==> src/design/hka_map.svh <==
// register offsets, field positions, reset values and timing counts
`ifndef HKA_MAP_SVH
`define HKA_MAP_SVH
`define HKA_ADDR_TEMP_RESULT 8'hD7
`define HKA_ADDR_START       8'hD8
`define HKA_ADDR_BATT_RESULT 8'hDF
`define HKA_ADDR_PIRQ_EN     8'hEC
`define HKA_ADDR_EXT_RESULT  8'hEF
`define HKA_ADDR_DELTA       8'hF3
`define HKA_ADDR_PERIPHERAL_CONFIG_REG      8'hF4
`define HKA_ADDR_PIRQ_FLAGS  8'hF8
`define HKA_ADDR_STROBE      8'hF9
`define HKA_ADDR_BATT_THRESH 8'hFA
`define HKA_BIT_BATT_GO      0
`define HKA_BIT_TEMP_GO      1
`define HKA_BIT_EXT_GO       2
`define HKA_BIT_PLL_ACK      7
`define HKA_BIT_PLL_FAULT_FLAG      4
`define HKA_BIT_BATT_LOW     2
`define HKA_STRB_TEMP_LSB    0
`define HKA_STRB_BATT_LSB    2
`define HKA_DELTA_TEMP_LSB   3
`define HKA_RESET_BYTE       8'h00
`define HKA_DELTA_NEVER      3'h0
`define HKA_DELTA_ALWAYS     3'h7
`define HKA_CLK_PERIOD_NS    8
`define HKA_SEC_NS           1000000000
`define HKA_SEC_CYCLES       (`HKA_SEC_NS / `HKA_CLK_PERIOD_NS)
`define HKA_SEC_PER_MIN      60
`define HKA_TEMP_INT1_MIN    8
`define HKA_TEMP_INT2_MIN    2
`define HKA_TEMP_INT3_MIN    1
`define HKA_BATT_INT1_MIN    16
`define HKA_BATT_INT2_MIN    4
`define HKA_BATT_INT3_MIN    1
`endif

==> src/design/hka_pkg.sv <==
// types shared by the housekeeping converter sequencer
package hka_pkg;
   typedef enum logic [1:0] {
      PM_FULL_POWER = 2'b00,
      PM_BATTERY    = 2'b01,
      PM_SLEEP      = 2'b10
   } hka_pm_t;
   typedef enum logic [1:0] {
      CH_IDLE = 2'b00,
      CH_REQ  = 2'b01,
      CH_WAIT = 2'b10
   } hka_ch_state_t;
   typedef struct packed {
      logic       accept;
      logic       done;
      logic [7:0] data;
   } hka_conv_rsp_t;
   typedef struct packed {
      logic single;
      logic backgr;
   } hka_src_t;
   function automatic logic [7:0] hka_absdiff(input logic [7:0] a, input logic [7:0] b);
      hka_absdiff = (a > b) ? (a - b) : (b - a);
   endfunction : hka_absdiff
endpackage : hka_pkg

==> src/design/hka_conv_chan.sv <==
// one converter port: serialises single-shot and background requests
`timescale 1ns/1ps
`default_nettype none
module hka_conv_chan (
   input  wire logic                   clk_in,
   input  wire logic                   resetn_in,
   input  wire logic                   ce_in,
   input  wire logic                   single_in,
   input  wire logic                   backgr_in,
   input  wire hka_pkg::hka_conv_rsp_t rsp_in,
   output logic                        req_out,
   output hka_pkg::hka_src_t           taken_out,
   output hka_pkg::hka_src_t           done_out
);
   hka_pkg::hka_ch_state_t state_q, state_d;
   logic                   src_single_q, src_single_d;

   // single-shot wins a tie: software is waiting on it
   wire pick        = single_in | backgr_in;
   wire accepted    = (state_q == hka_pkg::CH_REQ) & rsp_in.accept;
   wire finished    = (state_q == hka_pkg::CH_WAIT) & rsp_in.done;

   assign req_out          = (state_q == hka_pkg::CH_REQ);
   assign taken_out.single = accepted & src_single_q;
   assign taken_out.backgr = accepted & ~src_single_q;
   assign done_out.single  = finished & src_single_q;
   assign done_out.backgr  = finished & ~src_single_q;

   always_comb begin
      state_d      = state_q;
      src_single_d = src_single_q;
      case (state_q)
         hka_pkg::CH_IDLE: begin
            if (pick) begin
               state_d      = hka_pkg::CH_REQ;
               src_single_d = single_in;
            end
         end
         hka_pkg::CH_REQ:  if (rsp_in.accept) state_d = hka_pkg::CH_WAIT;
         hka_pkg::CH_WAIT: if (rsp_in.done) state_d = hka_pkg::CH_IDLE;
         default:          state_d = hka_pkg::CH_IDLE;
      endcase
   end

   always_ff @(posedge clk_in or negedge resetn_in) begin
      if (!resetn_in) begin
         state_q      <= hka_pkg::CH_IDLE;
         src_single_q <= 1'b0;
      end else if (ce_in) begin
         state_q      <= state_d;
         src_single_q <= src_single_d;
      end
   end
endmodule : hka_conv_chan
`default_nettype wire

==> src/design/hka_interval_tmr.sv <==
// background strobe: counts seconds and ticks at the selected interval
`timescale 1ns/1ps
`default_nettype none
`include "hka_map.svh"
module hka_interval_tmr #(
   parameter int unsigned P1_MIN      = `HKA_TEMP_INT1_MIN,
   parameter int unsigned P2_MIN      = `HKA_TEMP_INT2_MIN,
   parameter int unsigned P3_MIN      = `HKA_TEMP_INT3_MIN,
   parameter int unsigned SEC_PER_MIN = `HKA_SEC_PER_MIN
) (
   input  wire logic       clk_in,
   input  wire logic       resetn_in,
   input  wire logic       ce_in,
   input  wire logic       sec_tick_in,
   input  wire logic [1:0] sel_in,
   output logic            tick_out
);
   localparam int unsigned CW = $clog2(P1_MIN * SEC_PER_MIN + 1);

   function automatic logic [CW-1:0] limit_of(input logic [1:0] sel);
      case (sel)
         2'h1:    limit_of = CW'(P1_MIN * SEC_PER_MIN - 1);
         2'h2:    limit_of = CW'(P2_MIN * SEC_PER_MIN - 1);
         2'h3:    limit_of = CW'(P3_MIN * SEC_PER_MIN - 1);
         default: limit_of = '0;
      endcase
   endfunction : limit_of

   logic [CW-1:0] cnt_q, cnt_d;
   // >= so that a shorter interval chosen mid-count fires on the next second tick
   wire           at_limit = (cnt_q >= limit_of(sel_in));
   wire           off      = (sel_in == 2'h0);

   assign tick_out = sec_tick_in & at_limit & ~off;
   assign cnt_d    = off ? '0 : (sec_tick_in ? (at_limit ? '0 : cnt_q + 1'b1) : cnt_q);

   always_ff @(posedge clk_in or negedge resetn_in) begin
      if (!resetn_in) cnt_q <= '0;
      else if (ce_in) cnt_q <= cnt_d;
   end
endmodule : hka_interval_tmr
`default_nettype wire

==> src/design/hka_seq_top.sv <==
// housekeeping converter sequencer: register slice, scheduling, result handling
`timescale 1ns/1ps
`default_nettype none
`include "hka_map.svh"
// Notes on behaviour
// - writing one to start bit 2 requests one external voltage conversion.
// - writing one to start bit 1 requests one temperature conversion.
// - writing one to start bit 0 requests one battery conversion.
// - start bits read one until the converter accepts, then clear themselves.
// - writing one to start bit 7 clears the pll fault flag.
// - start bits 6 to 3 read zero and ignore writes.
// - result registers load only when their converter interrupt fires.
// - finished single temperature conversion loads result and raises interrupt.
// - background temperature conversions off until a nonzero interval is chosen.
// - background temperature interrupts only when change from reference exceeds delta, or when delta is 7.
// - temperature interrupt is delta hit or single completion, no flag.
// - full power mode allows background and single temperature conversions.
// - battery mode allows only single temperature conversions.
// - sleep mode allows only background temperature conversions.
// - temperature code is 8 bits, 0.78 degrees per step.
// - battery code is 8 bits, 14.6 mV per step.
// - finished single battery conversion loads result and sets the low battery flag.
// - battery conversions repeat at the selected battery interval, in full power mode only.
// - battery code below threshold sets the low battery flag.
// - low battery flag reaches power interrupt only when enabled.
// - temperature interval codes: off, 8, 2 and 1 minutes.
// - battery interval codes: off, 16, 4 and 1 minutes.
// - delta 0 never interrupts, 1 to 6 threshold, 7 always.
module hka_seq_top #(
   parameter int unsigned SEC_CYCLES = `HKA_SEC_CYCLES
) (
   input  wire logic                   clk_in,
   input  wire logic                   resetn_in,
   input  wire logic                   ce_in,
   input  wire hka_pkg::hka_pm_t       pm_mode_in,
   input  wire logic [7:0]             sfr_addr_in,
   input  wire logic                   sfr_wr_in,
   input  wire logic [7:0]             sfr_wdata_in,
   input  wire logic                   sfr_rd_in,
   output logic [7:0]                  sfr_rdata_out,
   input  wire logic                   pll_fault_in,
   output logic                        pll_fault_flag_out,
   output logic                        temp_req_out,
   input  wire hka_pkg::hka_conv_rsp_t temp_rsp_in,
   output logic                        batt_req_out,
   input  wire hka_pkg::hka_conv_rsp_t batt_rsp_in,
   output logic                        ext_req_out,
   input  wire hka_pkg::hka_conv_rsp_t ext_rsp_in,
   output logic                        temp_irq_out,
   output logic                        ext_irq_out,
   output logic                        psm_irq_out
);
   localparam int unsigned SW = $clog2(SEC_CYCLES);

   // register state
   logic [2:0]        start_q, start_d;
   logic              pll_fault_flag_q, pll_fault_flag_d;
   logic [3:0]        strobe_q;
   logic [2:0]        tdelta_q;
   logic [7:0]        thresh_q;
   logic              batt_en_q;
   logic              batt_low_q, batt_low_d;
   logic [7:0]        temp_res_q;
   logic [7:0]        batt_res_q;
   logic [7:0]        ext_res_q;
   logic [7:0]        tref_q;
   logic              temp_irq_q;
   logic              ext_irq_q;
   logic [7:0]        rdata_q;
   logic [SW-1:0]     sec_cnt_q;
   logic              tbg_pend_q, tbg_pend_d;
   logic              bbg_pend_q, bbg_pend_d;
   hka_pkg::hka_src_t temp_tkn, temp_dn;
   hka_pkg::hka_src_t batt_tkn, batt_dn;
   hka_pkg::hka_src_t ext_tkn, ext_dn;
   logic              temp_tick, batt_tick;

   // register writes
   wire wr_en     = ce_in & sfr_wr_in;
   wire wr_start  = wr_en & (sfr_addr_in == `HKA_ADDR_START);
   wire wr_strobe = wr_en & (sfr_addr_in == `HKA_ADDR_STROBE);
   wire wr_delta  = wr_en & (sfr_addr_in == `HKA_ADDR_DELTA);
   wire wr_thresh = wr_en & (sfr_addr_in == `HKA_ADDR_BATT_THRESH);
   wire wr_pen    = wr_en & (sfr_addr_in == `HKA_ADDR_PIRQ_EN);
   wire wr_pflag  = wr_en & (sfr_addr_in == `HKA_ADDR_PIRQ_FLAGS);

   // mode gating of request sources
   wire is_full       = (pm_mode_in == hka_pkg::PM_FULL_POWER);
   wire is_sleep      = (pm_mode_in == hka_pkg::PM_SLEEP);
   wire single_ok     = ~is_sleep;
   wire temp_bg_ok    = is_full | is_sleep;
   wire batt_bg_ok    = is_full;

   // start bits: a fresh write beats the self-clear of the same cycle
   wire [2:0] tkn_single = {ext_tkn.single, temp_tkn.single, batt_tkn.single};
   wire [2:0] go_wr      = wr_start ? sfr_wdata_in[2:0] : 3'h0;
   assign start_d   = go_wr | (start_q & ~tkn_single);
   wire   pll_ack   = wr_start & sfr_wdata_in[`HKA_BIT_PLL_ACK];
   assign pll_fault_flag_d = pll_fault_in | (pll_fault_flag_q & ~pll_ack);

   // one-second prescaler shared by both interval timers
   wire sec_tick = (sec_cnt_q == SW'(SEC_CYCLES - 1));

   // temperature completion and delta test
   wire [7:0] t_diff = hka_pkg::hka_absdiff(temp_rsp_in.data, tref_q);
   wire       t_hit  = (tdelta_q == `HKA_DELTA_ALWAYS) |
                       ((tdelta_q != `HKA_DELTA_NEVER) & (t_diff > {5'h0, tdelta_q}));
   wire       t_fire = temp_dn.single | (temp_dn.backgr & t_hit);

   // battery completion and threshold test
   wire b_low  = (batt_rsp_in.data < thresh_q);
   wire b_fire = batt_dn.single | ((batt_dn.single | batt_dn.backgr) & b_low);
   wire e_fire = ext_dn.single;

   // background pending: dropped while the mode forbids it, so no stale burst later
   assign tbg_pend_d = temp_tick | (tbg_pend_q & temp_bg_ok & ~temp_tkn.backgr);
   assign bbg_pend_d = batt_tick | (bbg_pend_q & batt_bg_ok & ~batt_tkn.backgr);

   // power flag: software writes zero to clear, a new event wins
   wire pflag_clr = wr_pflag & ~sfr_wdata_in[`HKA_BIT_BATT_LOW];
   assign batt_low_d = b_fire | (batt_low_q & ~pflag_clr);

   // register read mux; reserved and unmapped bits read zero
   wire [7:0] start_rd  = {5'h00, start_q};
   wire [7:0] peripheral_config_reg_rd = {3'h0, pll_fault_flag_q, 4'h0};
   wire [7:0] pflag_rd  = {5'h00, batt_low_q, 2'h0};
   wire [7:0] pen_rd    = {5'h00, batt_en_q, 2'h0};
   wire [7:0] rd_mux =
      (sfr_addr_in == `HKA_ADDR_TEMP_RESULT) ? temp_res_q :
      (sfr_addr_in == `HKA_ADDR_START)       ? start_rd   :
      (sfr_addr_in == `HKA_ADDR_BATT_RESULT) ? batt_res_q :
      (sfr_addr_in == `HKA_ADDR_EXT_RESULT)  ? ext_res_q  :
      (sfr_addr_in == `HKA_ADDR_BATT_THRESH) ? thresh_q   :
      (sfr_addr_in == `HKA_ADDR_STROBE)      ? {4'h0, strobe_q} :
      (sfr_addr_in == `HKA_ADDR_DELTA)       ? {2'h0, tdelta_q, 3'h0} :
      (sfr_addr_in == `HKA_ADDR_PERIPHERAL_CONFIG_REG)      ? peripheral_config_reg_rd  :
      (sfr_addr_in == `HKA_ADDR_PIRQ_FLAGS)  ? pflag_rd   :
      (sfr_addr_in == `HKA_ADDR_PIRQ_EN)     ? pen_rd     : `HKA_RESET_BYTE;

   assign sfr_rdata_out      = rdata_q;
   assign pll_fault_flag_out = pll_fault_flag_q;
   assign temp_irq_out       = temp_irq_q;
   assign ext_irq_out        = ext_irq_q;
   assign psm_irq_out        = batt_low_q & batt_en_q;

   always_ff @(posedge clk_in or negedge resetn_in) begin
      if (!resetn_in) begin
         start_q    <= 3'h0;
         pll_fault_flag_q  <= 1'b0;
         batt_low_q <= 1'b0;
         tbg_pend_q <= 1'b0;
         bbg_pend_q <= 1'b0;
         sec_cnt_q  <= '0;
         rdata_q    <= `HKA_RESET_BYTE;
      end else if (ce_in) begin
         start_q    <= start_d;
         pll_fault_flag_q  <= pll_fault_flag_d;
         batt_low_q <= batt_low_d;
         tbg_pend_q <= tbg_pend_d;
         bbg_pend_q <= bbg_pend_d;
         sec_cnt_q  <= sec_tick ? '0 : sec_cnt_q + 1'b1;
         if (sfr_rd_in) rdata_q <= rd_mux;
      end
   end

   // configuration registers
   always_ff @(posedge clk_in or negedge resetn_in) begin
      if (!resetn_in) begin
         strobe_q  <= 4'h0;
         tdelta_q  <= `HKA_DELTA_NEVER;
         thresh_q  <= `HKA_RESET_BYTE;
         batt_en_q <= 1'b0;
      end else if (ce_in) begin
         if (wr_strobe) strobe_q <= sfr_wdata_in[3:0];
         if (wr_delta) tdelta_q <= sfr_wdata_in[`HKA_DELTA_TEMP_LSB +: 3];
         if (wr_thresh) thresh_q <= sfr_wdata_in;
         if (wr_pen) batt_en_q <= sfr_wdata_in[`HKA_BIT_BATT_LOW];
      end
   end

   // results: 0.78 C and 14.6 mV per code step, loaded only on interrupt
   always_ff @(posedge clk_in or negedge resetn_in) begin
      if (!resetn_in) begin
         temp_res_q <= `HKA_RESET_BYTE;
         tref_q     <= `HKA_RESET_BYTE;
         batt_res_q <= `HKA_RESET_BYTE;
         ext_res_q  <= `HKA_RESET_BYTE;
         temp_irq_q <= 1'b0;
         ext_irq_q  <= 1'b0;
      end else if (ce_in) begin
         temp_irq_q <= t_fire;
         ext_irq_q  <= e_fire;
         if (t_fire) temp_res_q <= temp_rsp_in.data;
         if (t_fire) tref_q <= temp_rsp_in.data;
         if (b_fire) batt_res_q <= batt_rsp_in.data;
         if (e_fire) ext_res_q <= ext_rsp_in.data;
      end
   end

   hka_interval_tmr #(
      .P1_MIN      (`HKA_TEMP_INT1_MIN),
      .P2_MIN      (`HKA_TEMP_INT2_MIN),
      .P3_MIN      (`HKA_TEMP_INT3_MIN),
      .SEC_PER_MIN (`HKA_SEC_PER_MIN)
   ) u_temp_tmr (
      .clk_in      (clk_in),
      .resetn_in   (resetn_in),
      .ce_in       (ce_in),
      .sec_tick_in (sec_tick),
      .sel_in      (strobe_q[`HKA_STRB_TEMP_LSB +: 2]),
      .tick_out    (temp_tick)
   );

   hka_interval_tmr #(
      .P1_MIN      (`HKA_BATT_INT1_MIN),
      .P2_MIN      (`HKA_BATT_INT2_MIN),
      .P3_MIN      (`HKA_BATT_INT3_MIN),
      .SEC_PER_MIN (`HKA_SEC_PER_MIN)
   ) u_batt_tmr (
      .clk_in      (clk_in),
      .resetn_in   (resetn_in),
      .ce_in       (ce_in),
      .sec_tick_in (sec_tick),
      .sel_in      (strobe_q[`HKA_STRB_BATT_LSB +: 2]),
      .tick_out    (batt_tick)
   );

   hka_conv_chan u_temp_chan (
      .clk_in    (clk_in),
      .resetn_in (resetn_in),
      .ce_in     (ce_in),
      .single_in (start_q[`HKA_BIT_TEMP_GO] & single_ok),
      .backgr_in (tbg_pend_q & temp_bg_ok),
      .rsp_in    (temp_rsp_in),
      .req_out   (temp_req_out),
      .taken_out (temp_tkn),
      .done_out  (temp_dn)
   );

   hka_conv_chan u_batt_chan (
      .clk_in    (clk_in),
      .resetn_in (resetn_in),
      .ce_in     (ce_in),
      .single_in (start_q[`HKA_BIT_BATT_GO] & single_ok),
      .backgr_in (bbg_pend_q & batt_bg_ok),
      .rsp_in    (batt_rsp_in),
      .req_out   (batt_req_out),
      .taken_out (batt_tkn),
      .done_out  (batt_dn)
   );

   // background path for external voltage is not part of this block
   hka_conv_chan u_ext_chan (
      .clk_in    (clk_in),
      .resetn_in (resetn_in),
      .ce_in     (ce_in),
      .single_in (start_q[`HKA_BIT_EXT_GO] & single_ok),
      .backgr_in (1'b0),
      .rsp_in    (ext_rsp_in),
      .req_out   (ext_req_out),
      .taken_out (ext_tkn),
      .done_out  (ext_dn)
   );
endmodule : hka_seq_top
`default_nettype wire

==> config.mk <==
export PLATFORM = sky130hd
export DESIGN_NAME = hka_seq_top
export DESIGN_NICKNAME = d
export VERILOG_FILES = /design/src/design/hka_pkg.sv /design/src/design/hka_conv_chan.sv /design/src/design/hka_interval_tmr.sv /design/src/design/hka_seq_top.sv
export VERILOG_INCLUDE_DIRS = /design/src /design/src/design
export SDC_FILE = /design/constraint.sdc
export NUM_CORES = 1
export LEC_CHECK = 0
export BUFFER_PORTS_ARGS = -buffer_cell sky130_fd_sc_hd__buf_2
export CORE_ASPECT_RATIO = 1.4
export CORE_MARGIN = 4
export CORE_UTILIZATION = 60
export DETAILED_ROUTE_END_ITERATION = 8
export PLACE_DENSITY = 0.77
export SYNTH_ARGS = -nofsm -noshare
export SYNTH_HDL_FRONTEND = slang
export SYNTH_SLANG_ARGS = --single-unit
==> constraint.sdc <==
create_clock -name clk_in -period 5.04 [get_ports clk_in]
set_input_delay 0.756 -clock clk_in [delete_from_list [all_inputs] [get_ports clk_in]]
set_output_delay 0.756 -clock clk_in [all_outputs]
set_load 0.01 [all_outputs]
== After elaboration in Yosys (flattened, before gate mapping) ==
Cells that the tools add are included.

* $add $sub $neg: 5
* Order comparisons: 5
* Equal/unequal tests: 34
* Mux-type cells: 33
* Bitwise operators: 66
* Reductions and logical operators: 25

{| class="wikitable"
|+ Operators by type and width
! cell !! number
|-
| 8-bit == test, second input constant || 10
|-
| 8-bit two-way mux || 6
|-
| 1-bit bitwise AND || 42
|-
| 10-bit two-way mux || 3
|-
| 10-bit one-hot mux with 3 select lines || 1
|-
| 27-bit by 1-bit adder with 27-bit output, second input constant || 1
|-
| 27-bit == test, second input constant || 1
|-
| 27-bit two-way mux || 1
|-
| 9-bit two-way mux || 3
|-
| 9-bit one-hot mux with 3 select lines || 1
|-
| 2-bit AND reduction || 10
|-
| 2-bit two-way mux || 9
|-
| 2-bit one-hot mux with 3 select lines || 3
|-
| 2-bit == test, second input constant || 8
|-
| 8-bit subtractor || 2
|-
| 2-bit zero test || 6
|-
| 6-bit two-way mux || 2
|-
| 2-bit by 1-bit inequality test with 1-bit output, second input constant || 6
|-
| 4-bit AND reduction || 3
|-
| 1-bit OR || 11
|-
| 10-bit by 1-bit adder with 10-bit output, second input constant || 1
|-
| 2-bit by 1-bit == test with 1-bit output, second input constant || 5
|-
| 10-bit >= comparator || 1
|-
| 1-bit inverter || 10
|-
| 15 further kinds || 22
|}

* Register bits after elaboration: 112
* Input bits: 54
* Output and inout bits: 15
* Word-level logic and storage cells: 192

== Longest topological paths before layout ==
Gate-level depths: netlist of run 1.

* Depth after elaboration: 11
* Depth in mapped cells: 19
* Depth with buffers taken out: 18

== By module ==
From an unflattened synthesis of run 1, not the netlist that was laid out.

* Cells, all modules: 747
* Area total of the unflattened synthesis: 7,159.4 um^2

{| class="wikitable"
|+ Modules (own cells, without submodules)
! module !! instances !! cells each !! area an instance (um^2) !! sequential area each (um^2)
|-
| hka_seq_top || 1 || 486 || 4,833.4 || 2,102.0
|-
| hka_interval_tmr (u_batt_tmr) || 1 || 104 || 908.4 || 250.2
|-
| hka_interval_tmr (u_temp_tmr) || 1 || 106 || 869.6 || 225.2
|-
| hka_conv_chan || 3 || 17 || 182.7 || 75.1
|}

== Least setup slack after synthesis of run 1 ==
No wires, ideal clock.

* Path type: input -> register
* Start: input temp_rsp_in[0] (netlist name)
* End: register tref_q[7]
* Setup time: 0.125 ns
* Data arrival time: 4.214 ns
* Data required time: 4.915 ns
* Slack: 0.701 ns
* Cell stages on the path: 19
* Buffers on the path: 1
* Cells stage by stage: inv_1 > ha_1 > inv_1 > fa_1 > nand3_1 > a21o_1 > a21o_1 > buf_6 > mux2_2 > ha_1 > a21o_1 > a21oi_1 > a31oi_1 > a21oi_1 > and4_1 > a31oi_1 > o22ai_1 > a2111oi_4 > mux2_4

* Longest elaborated chain between the ends: 8
* Elaborated cells on any way between the ends: 10
* Classes of those cells: add/sub: 2; order compare: 2; mux: 1; bitwise: 4; reduce/logical: 1

{| class="wikitable"
|+ Ends and longest elaborated chain
! item !! RTL line !! RTL
|-
| start: declaration || hka_seq_top.sv:44 || <nowiki>input wire hka_pkg::hka_conv_rsp_t temp_rsp_in,</nowiki>
|-
| 8-bit subtractor or 8-bit > comparator (tied branches) || hka_pkg.sv:23 || <nowiki>hka_absdiff = (a > b) ? (a - b) : (b - a);</nowiki>
|-
| 8-bit two-way mux (*) || hka_pkg.sv:23 ||
|-
| 8-bit by 3-bit > comparator with 1-bit output (*) || hka_seq_top.sv:107 || <nowiki>((tdelta_q != `HKA_DELTA_NEVER) & (t_diff > {5'h0, tdelta_q}));</nowiki>
|-
| 1-bit bitwise AND (*) || hka_seq_top.sv:107 ||
|-
| 1-bit OR (*) || hka_seq_top.sv:106 || <nowiki>wire t_hit = (tdelta_q == `HKA_DELTA_ALWAYS) |</nowiki>
|-
| 1-bit bitwise AND (*) || hka_seq_top.sv:108 || <nowiki>wire t_fire = temp_dn.single | (temp_dn.backgr & t_hit);</nowiki>
|-
| 1-bit OR (*) || hka_seq_top.sv:108 ||
|-
| 2-bit AND reduction (no line) (*) || - ||
|-
| end signal: assignment || hka_seq_top.sv:185 || <nowiki>tref_q <= `HKA_RESET_BYTE;</nowiki>
|-
| end signal: assignment || hka_seq_top.sv:194 || <nowiki>if (t_fire) tref_q <= temp_rsp_in.data;</nowiki>
|-
| end: declaration || hka_seq_top.sv:66 || <nowiki>logic [7:0] tref_q;</nowiki>
|}

Every way passes the cells marked *; elsewhere a longest branch is shown, timed or not.
A chain may end at the register's enable or synchronous reset.

== Final worst setup path of run 1 ==
* Start: input temp_rsp_in[0] (netlist name)
* End: register tref_q[6]

Same word-level chain as after synthesis.

==> impl_metrics.tcl, run 1 <==
set metrics [dict create \
    required_ns 5.30 \
    ys_seq_area_frac 0.411 \
    post-dp-hpwl_mm 12.9 \
    wire_per_inst_um 18.0 \
    grt_antenna_before_repair 0 \
    fin_crit_sh 0.861 \
    grtUsageTotal 0.264 \
    finalSetupViolations 0 \
    ys_async_sr_fraction 1.00 \
    crit_fanout 6 \
    drtIter0Drc 316 \
    power.switching_uw 636 \
    min_period_ns 4.34 \
    row_count 45 \
    synth_fp_nets 835 \
    p_per_area_nw_per_um2 282 \
    die-area_sq_um 13100 \
    multi_input_area_sq_um 3750 \
    drcViolationCount 0 \
    grt_max_degree 60 \
    fin_util 0.693 \
    layout_common_cells "dfrtp_1, nand2_1, buf_2, o21ai_0, ha_1" \
    p_total_mw 2.15 \
    critPathLaunch "temp_rsp_in[0]" \
    drt-total-wl_mm 17.0 \
    drive_above_1_share 0.149 \
    p_leak_nw 3.82 \
    htree_levels 3 \
    cts_buffers 9 \
    maxCapViolCount 0 \
    routed_via_density 6.13 \
    fin_cells 941 \
    io_buffers 68 \
    final_common_cell "dfrtp_1" \
    worstSkewPairLatency_ns 0.35 \
    clock_skew_ns 0.00972 \
    drtPass1Iterations 5 \
    crit_path_end_kind "flop" \
    yosys_warnings 0 \
    synthCells 723 \
    cts_resized 0 \
    core_area_sq_um 11000 \
    syn2layout_area_growth_pct 11.7 \
    gp_congestion 0.927 \
    grt_pass1_wl_mm 28.3 \
    critPathKind "input pin to flop" \
    peakVddDrop_mv 0.199 \
    swShare 0.296 \
    grt_pass1_vias 5936 \
    grt_remaining_overflow 0 \
    post_cts.repair.setup_buffers 0 \
    internal_power_mw 1.51 \
    rr_startpoint "tref_q[4]" \
    rsz0062_at_grt "false" \
    hold_viol 0 \
    crit_arrival_ns 4.60 \
    io_pins 69 \
    cts.sinks 112 \
    cts_tree "built" \
    dp_cells 925 \
    status "complete, no violations" \
    clock_power_share 0.323 \
    ys_types 61 \
    avgSynthCellArea_sq_um 9.42 \
    clockBufferDepth 2 \
    antenna_cells 0 \
    dominantRegCellSynth "dfrtp_1" \
    fp.dieW_um 98.1 \
    synth_area_sq_um 6810 \
    cts-root-buf "clkbuf_16" \
    setup_tns_ns 0 \
    ys_ff_latch 112 \
    synth_edf_count 0 \
    start_util 0.621 \
    vias 5768 \
    cts_hold_buffers 0 \
    max_slew_margin 0.314 \
    final_nets 907 \
    chipHeight_um 134 \
    start_kind "input pin" \
    worstMarginPinSlew_ns 1.03 \
    path_clk_slew_ns 0.07 \
    timing.fmax_mhz 230 \
    seqCellArea_sq_um 2800 \
    drtAntennaViolNets 0 \
    slew_viol_final 0 \
    seqPwrFrac 0.493 \
    hp-class "input pin to async pin" \
    power_frac_comb 0.185 \
    fill_cells 888 \
]
-- per-layer routing --
metal | vias up | share of wire | global-route usage
met3 | 25 | 0.055 | 0.0416
met1 | 2822 | 0.39 | 0.310
met5 | - | 0 | 0
li1 | 2731 | - | -
met2 | 190 | 0.53 | 0.488
met4 | 0 | 0.021 | 0.0831
-- logic make-up (layout without fill, tap and decap cells) --
kind of cell | after synthesis | in the layout | synth area share
buffers and inverters | 66 | 143 | 0.0376
AOI/OAI and AO/OA | 165 | 165 | 0.163
muxes | 35 | 35 | 0.0566
DFF | 112 | 112 | 0.411
adders and majority gates | 58 | 58 | 0.109
xor gates and xnor gates | 28 | 28 | 0.0360
and+or+nand+nor | 259 | 259 | 0.187
-- cell type report --
cell class,instances,area share
inverters,52,0.0257
multi-input cells,545,0.494
flip-flops and latches,112,0.368
well taps,141,0.0232
repair buffers,75,0.0520
clock buffers,11,0.0319
clock inverters,5,0.00543
-- synth_stat cells (10+ instances only) --
master      n  area (sq um)
dfrtp_1   112          2800
nand2_1    86           323
ha_1       56           701
o21ai_0    56           280
inv_1      51           191
nor2_1     44           165
nand3_1    29           145
a21o_1     24           180
a21oi_1    23           115
mux2_2     20           225
nand4_1    17           106
nor2b_1    15          93.8
xnor2_1    15           131
mux2i_1    13           130
xor2_1     13           114
clkbuf_1   11          41.3
nor3_1     11          55.1
a22oi_1    10          75.1
and3_1     10          62.6
nand2b_1   10          62.6
-- stage by stage --
step	cell area [sq um]	setup slack [ns]	hold WS [ns]
2_1_floorplan	6810	0.701	0.457
3_3_place_gp	7320	0.514	0.458
3_5_place_dp	7320	0.361	0.468
4_1_cts	7610	0.734	0.485
5_1_grt	7610	0.433	0.515
6_report	7610	0.701	0.473
-- path summary, 6_finish.rpt --
kind	endpoint	slack, ns	depth (start not counted)
max	tref_q[6]	0.70	20
min	tref_q[6]	0.47	1
max reg2reg	tref_q[6]	0.82	16
min reg2reg	sfr_rdata_out[7]	0.49	1
max in group asynchronous	thresh_q[2]	3.37	2
min in group clk_in	sfr_rdata_out[7]	0.49	1
-- worst max-delay path, cell delays in order --
cell	delay, ns
buf_2	0.12
inv_1	0.08
ha_1	0.17
inv_1	0.05
fa_1	0.38
nand3_1	0.13
a21o_1	0.13
a21o_1	0.18
mux2_2	0.36
ha_1	0.30
a21o_1	0.13
a21oi_1	0.06
a31oi_1	0.14
a21oi_1	0.05
and4_1	0.19
a31oi_1	0.13
o22ai_1	0.13
a2111oi_4	0.65
buf_4	0.26
mux2i_1	0.20
-- state kept, by name (all words and copies together), names as in the netlist, 2 cells and up --
signal               count
u_ext_chan.state_q       2
start_q                  3
batt_res_q               8
tref_q                   8
u_temp_tmr.cnt_q         9
u_batt_chan.state_q      2
tdelta_q                 3
thresh_q                 8
strobe_q                 4
sfr_rdata_out            8
ext_res_q                8
u_temp_chan.state_q      2
sec_cnt_q               27
u_batt_tmr.cnt_q        10
-- power groups by stage --
stage / combinational [mW] / clock, mW / sequential [mW]
after floorplan: 0.276 / 0 / 1.05
after global placement: 0.381 / 0 / 1.07
after detailed placement: 0.394 / 0 / 1.07
after CTS: 0.399 / 0.702 / 1.06
after global routing: 0.448 / 0.742 / 1.07
final: 0.397 / 0.694 / 1.06
Note: power is estimated with default switching activity, not from simulation.
==> run 2, diff against run 1 <==
- CORE_ASPECT_RATIO: 1.4 -> unset
==> run 2 against run 1 <==
Final area down 0.25%. Flip-flop and latch count unchanged. Fmax up 4.2%. Largest power group unchanged. Sequential power about the same. Hold slack better by 0.0094 ns. Largest cell class unchanged. Utilization down 0.19 points. Combinational power about the same. Clock power about the same.
==> impl_metrics.tcl, run 2 (synthesis results as in run 1) <==
set metrics [dict create \
    cts_hold_buffers 0 \
    fin_util 0.691 \
    drcViolationCount 0 \
    cts.sinks 112 \
    reg.largest.list "sec_cnt_q: 27 flops, u_batt_tmr.cnt_q: 10 flops, u_temp_tmr.cnt_q: 9 flops" \
    routed_via_density 6.14 \
    rr_startpoint "tref_q[1]" \
    post_cts.repair.setup_buffers 0 \
    ff2ff_setup_slack_ns 1.00 \
    worstSkewPairLatency_ns 0.36 \
    rsz0062_at_grt "false" \
    cts_tree "built" \
    whs_ns 0.483 \
    hold_end "sfr_rdata_out[7]" \
    crit_path_end_kind "flop" \
    p_per_area_nw_per_um2 283 \
    drt-total-wl_mm 16.8 \
    critical-path-slowest-cell "fa_1" \
    final_nets 905 \
    slew_viol_final 0 \
    hold_viol 0 \
    antenna_cells 0 \
    crit_fanout 9 \
    r2r_end "tref_q[7]" \
    max_slew_margin 0.288 \
    critPathLaunch "temp_rsp_in[0]" \
    grt_pass1_vias 5747 \
    drtIter0Drc 525 \
    fin_ws_ns 0.876 \
    post-dp-hpwl_mm 12.7 \
    timing.fmax_mhz 240 \
    rr_worst_depth 17 \
    drtAntennaViolNets 0 \
    cts-root-buf "clkbuf_16" \
    wire_per_inst_um 17.9 \
    io_pins 69 \
    status "complete, no violations" \
    maxCapViolCount 0 \
    dp_cells 922 \
    finalSetupViolations 0 \
    clock_skew_ns 0.0105 \
    cts_resized 0 \
    min_period_ns 4.16 \
    grt_antenna_before_repair 2 \
    regMostFlops "sec_cnt_q" \
    drive_above_1_share 0.147 \
    start_util 0.620 \
    fin_crit_sh 0.826 \
    fp.dieW_um 115 \
    core_area_sq_um 11000 \
    grt_pass1_wl_mm 28.3 \
    gp_congestion 0.956 \
    hp-class "flop to flop" \
    cts_buffers 9 \
    grtUsageTotal 0.270 \
    crit_arrival_ns 4.41 \
    required_ns 5.28 \
    syn2layout_area_growth_pct 11.4 \
    start_kind "input pin" \
    place_ws_ns 0.538 \
    htree_levels 3 \
    row_count 38 \
    path_clk_slew_ns 0.08 \
    fill_cells 837 \
    grt_remaining_overflow 0 \
    fin_cells 937 \
    clockBufferDepth 2 \
    drtPass1Iterations 5 \
    largest_reg_flops 27 \
    p_leak_nw 3.81 \
    hold_path_startpoint "sfr_rdata_out[7]" \
    io_buffers 68 \
    whs_path_depth 1 \
    final_common_cell "dfrtp_1" \
    worstMarginPinSlew_ns 1.07 \
    critPathKind "input pin to flop" \
    layout_common_cells "dfrtp_1, nand2_1, buf_2, o21ai_0, ha_1" \
    setup_tns_ns 0 \
    vias 5753 \
    grt_max_degree 70 \
    crit_chain "buf_2 > inv_1 > ha_1 > inv_1 > fa_1 > nand3_1 > a21o_1 > a21o_1 > mux2_2 > ha_1 > a21o_1 > a21oi_1 > a31oi_1 > a21oi_1 > and4_1 > a31oi_1 > o22ai_1 > a2111oi_4 > buf_4 > mux2_4" \
    die-area_sq_um 13100 \
    max_stage_delay_ns 0.40 \
    peakVddDrop_mv 0.347 \
    path_common_cell "a21o_1" \
    chipHeight_um 115 \
]
==> run 2: changes by cell type in the layout (fill, tap and decap cells not counted), sizes merged <==
cell and delta:
buf -2, clkbuf -2, clkinv +1, clkinvlp -1, inv +1
==> run 2: layout make-up <==
type | instances | area, sq um | share of cell area
Multi-Input combinational cell | 545 | 3750 | 0.495
Sequential cell | 112 | 2800 | 0.369
Timing Repair Buffer | 73 | 380 | 0.0501
Clock buffer | 9 | 225 | 0.0297
Inverter | 52 | 195 | 0.0257
Tap cell | 140 | 175 | 0.0231
Clock inverter | 6 | 56.3 | 0.00742
==> run 2: how the worst max path moves through the flow <==
stage | endpoint | cells after the start
finish | tref_q[7] | 20
global placement | tref_q[7] | 20
detailed placement | tref_q[7] | 20
floorplan | tref_q[7] | 19
CTS | tref_q[7] | 20
global route | tref_q[7] | 18
==> run 2: routing by layer <==
| metal | vias to the layer above | part of all wire | GRT usage |
|---|---|---|---|
| li1 | 2719 | - | - |
| met1 | 2782 | 0.42 | 0.357 |
| met2 | 211 | 0.48 | 0.450 |
| met3 | 37 | 0.075 | 0.0603 |
| met4 | 4 | 0.020 | 0.0689 |
| met5 | - | 0.0012 | 0 |
==> run 2: worst max-delay path, delay by kind of cell <==
kind,cells,cell delay (ns)
AO/OA/AOI/OAI,9,1.28
AND/OR/NAND/NOR,2,0.34
buffers and inverters,4,0.52
multiplexers,2,0.66
adder cells (fa/ha/maj),3,0.85
==> run 2: where the power goes <==
group / leakage [nW] / switching [mW] / internal (mW)
logic: 2.25 / 0.219 / 0.180
clock network: 0.139 / 0.349 / 0.342
registers: 1.42 / 0.0771 / 0.980
==> run 2: metrics by stage <==
step | cell area, sq um | total power, mW
after global placement | 7310 | 1.44
final | 7590 | 2.15
after global routing | 7590 | 2.26
after floorplan | 6810 | 1.32
after CTS | 7590 | 2.16
after detailed placement | 7310 | 1.46
==> run 3, diff against run 2 <==
- ABC_AREA: unset -> 1
- clock period: 5.04 -> 4 ns (I/O delays scaled with it)
==> run 3 against run 2 <==
Clock power up 48%. Clock skew up 0.0018 ns. Combinational power grew 79%. Flip-flop and latch count unchanged. Cell count grew 31%. Critical path depth up 2. Global-route usage shrank 0.71 points. Via count increased by 17%. Sequential power grew 31%. Count of clock-buffer cells in the layout is the same. Hold slack got worse by 0.21 ns. Critical path type is now flop to flop. Largest power group unchanged. Highest routed layer is now met4.
==> impl_metrics.tcl, run 3 <==
set metrics [dict create \
    status "complete, no violations" \
    largest_reg_flops 27 \
    cts_resized 0 \
    ys_async_sr_fraction 1.00 \
    grt_remaining_overflow 0 \
    drive_above_1_share 0.102 \
    reg.largest.list "sec_cnt_q: 27 flops, u_batt_tmr.cnt_q: 10 flops, u_temp_tmr.cnt_q: 9 flops" \
    p_per_area_nw_per_um2 381 \
    row_count 40 \
    dp_cells 1212 \
    grtUsageTotal 0.263 \
    routed_via_density 5.47 \
    layout_common_cells "nand2_1, inv_1, dfrtp_1, o21ai_0, buf_2" \
    setup_tns_ns 0 \
    fin_ws_ns 0.833 \
    max_stage_delay_ns 0.43 \
    max_slew_margin 0.445 \
    placement.cell_area_sq_um 7850 \
    peakVddDrop_mv 0.277 \
    io_pins 69 \
    drtAntennaViolNets 0 \
    grt_max_degree 52 \
    synth.area.top_cells "dfrtp_1, nand2_1, ha_1" \
    cts-root-buf "clkbuf_16" \
    fin_cells 1228 \
    cts_buffers 9 \
    worstMarginPinSlew_ns 0.829 \
    hold_viol 0 \
    synthCells 1003 \
    place_ws_ns 0.555 \
    cts.sinks 112 \
    final_nets 1188 \
    chipHeight_um 119 \
    gp_congestion 0.931 \
    clock_skew_ns 0.0123 \
    syn2layout_area_growth_pct 11.3 \
    cp_num_buf_inv 4 \
    post_cts.repair.setup_buffers 0 \
    dominantRegCellSynth "dfrtp_1" \
    cts_tree "built" \
    hp-class "input pin to async pin" \
    finalSetupViolations 0 \
    slew_viol_final 0 \
    rr_worst_depth 22 \
    ys_seq_area_frac 0.381 \
    synth_area_sq_um 7360 \
    ys_ff_latch 112 \
    crit_arrival_ns 3.41 \
    ys_types 48 \
    post-dp-hpwl_mm 14.1 \
    path_common_cell "nand2_1" \
    min_period_ns 3.17 \
    required_ns 4.24 \
    crit_path_end_kind "flop" \
    critical-path-slowest-cell "dfrtp_1" \
    maxCapViolCount 0 \
    grt_pass1_wl_mm 30.3 \
    yosysMostFrequentCell "nand2_1" \
    crit_chain "ha_1 > inv_1 > fa_1 > nand3_1 > nand3_1 > nand2_1 > nand2_2 > nand2_4 > nand2_1 > o21ai_0 > xor2_1 > inv_1 > ha_1 > inv_1 > o211ai_1 > inv_1 > nand2_1 > nand3_2 > nand2_4 > nand2_4 > nand2_1 > nand2_1" \
    design_area_sq_um 8190 \
    clockBufferDepth 2 \
    rsz0062_at_grt "false" \
    wire_per_inst_um 14.5 \
    synth_fp_nets 1115 \
    path_depth 22 \
    fin_crit_sh 0.792 \
    vias 6716 \
    die-area_sq_um 14100 \
    regMostFlops "sec_cnt_q" \
    start_util 0.612 \
    whs_ns 0.275 \
    worstSkewPairLatency_ns 0.36 \
    grt_pass1_vias 6300 \
    fill_cells 1055 \
    core_area_sq_um 12000 \
    avgSynthCellArea_sq_um 7.33 \
    antenna_cells 0 \
    synth_common_cells "nand2_1, inv_1, dfrtp_1" \
    synth_top_area_cell "dfrtp_1" \
    grt_antenna_before_repair 0 \
    path_clk_slew_ns 0.08 \
    fp.dieW_um 119 \
    start_kind "flop" \
    yosys_warnings 0 \
    p_leak_nw 4.29 \
    io_buffers 68 \
    drt-total-wl_mm 17.9 \
    crit_fanout 9 \
    drcViolationCount 0 \
    htree_levels 3 \
    cts_hold_buffers 0 \
    drtPass1Iterations 7 \
    timing.fmax_mhz 316 \
    critPathKind "flop to flop" \
    final_common_cell "nand2_1" \
    synth_edf_count 0 \
    drtIter0Drc 628 \
    synth_top_area_share 0.381 \
    cp_top_family "simple AND/OR/NAND/NOR gates" \
]
## run 3: cell types whose count changed in the layout (fill, tap and decap cells not counted), sizes merged, moves of 13 or more
cell / delta
mux2: -21
nor2b: -15
nand2: +192
mux2i: -13
nor3: +20
inv: +125
a21o: -24
a21oi: +18
xnor2: -14
o21ai: +22
nand3: +33
nor2: +23
## run 3: area by class of cell
cell class / instances / area (sq um) / share of cell area
Clock buffer: 9 / 225 / 0.0275
Clock inverter: 7 / 110 / 0.0134
Inverter: 176 / 661 / 0.0807
Multi-Input combinational cell: 706 / 3840 / 0.469
Sequential cell: 112 / 2800 / 0.342
Tap cell: 147 / 184 / 0.0225
Timing Repair Buffer: 71 / 365 / 0.0446
## run 3: metal layers
metal	wire, um	track usage
met3	1010	0.0407
met1	8260	0.370
met2	8250	0.421
met5	0	0
met4	339	0.0768
## run 3: power by group
part / switching, mW / internal (mW)
logic: 0.461 / 0.251
clock network: 0.454 / 0.564
registers: 0.111 / 1.28
total: 1.03 / 2.10
## run 3: worst paths after layout
| kind | end | slack (ns) | startpoint |
|---|---|---|---|
| min in group clk_in | ext_res_q[3] | 0.44 | ext_rsp_in[3] |
| setup reg to reg | tref_q[6] | 0.83 | tref_q[0] |
| hold / removal | tref_q[4] | 0.27 | resetn_in |
| setup / recovery | tref_q[6] | 0.83 | tref_q[0] |
| max in group asynchronous | u_temp_tmr.cnt_q[3] | 2.83 | resetn_in |
| hold reg to reg | u_ext_chan.src_single_q | 0.47 | u_ext_chan.src_single_q |
## run 3: logic make-up after synthesis
family                   count (synthesis)  synth area share
AND/OR/NAND/NOR                        474             0.281
adder cells (fa/ha/maj)                 58             0.101
flip-flops                             112             0.381
XOR/XNOR                                14            0.0167
AO/OA/AOI/OAI                          159             0.122
multiplexers                             1           0.00153
buffers and inverters                  185            0.0968
## run 3: metrics by stage
step	util	total power, mW
after floorplan	-	1.89
after CTS	0.682	3.15
after global placement	0.654	2.10
final	0.682	3.12
after detailed placement	0.654	2.12
after global routing	0.682	3.33
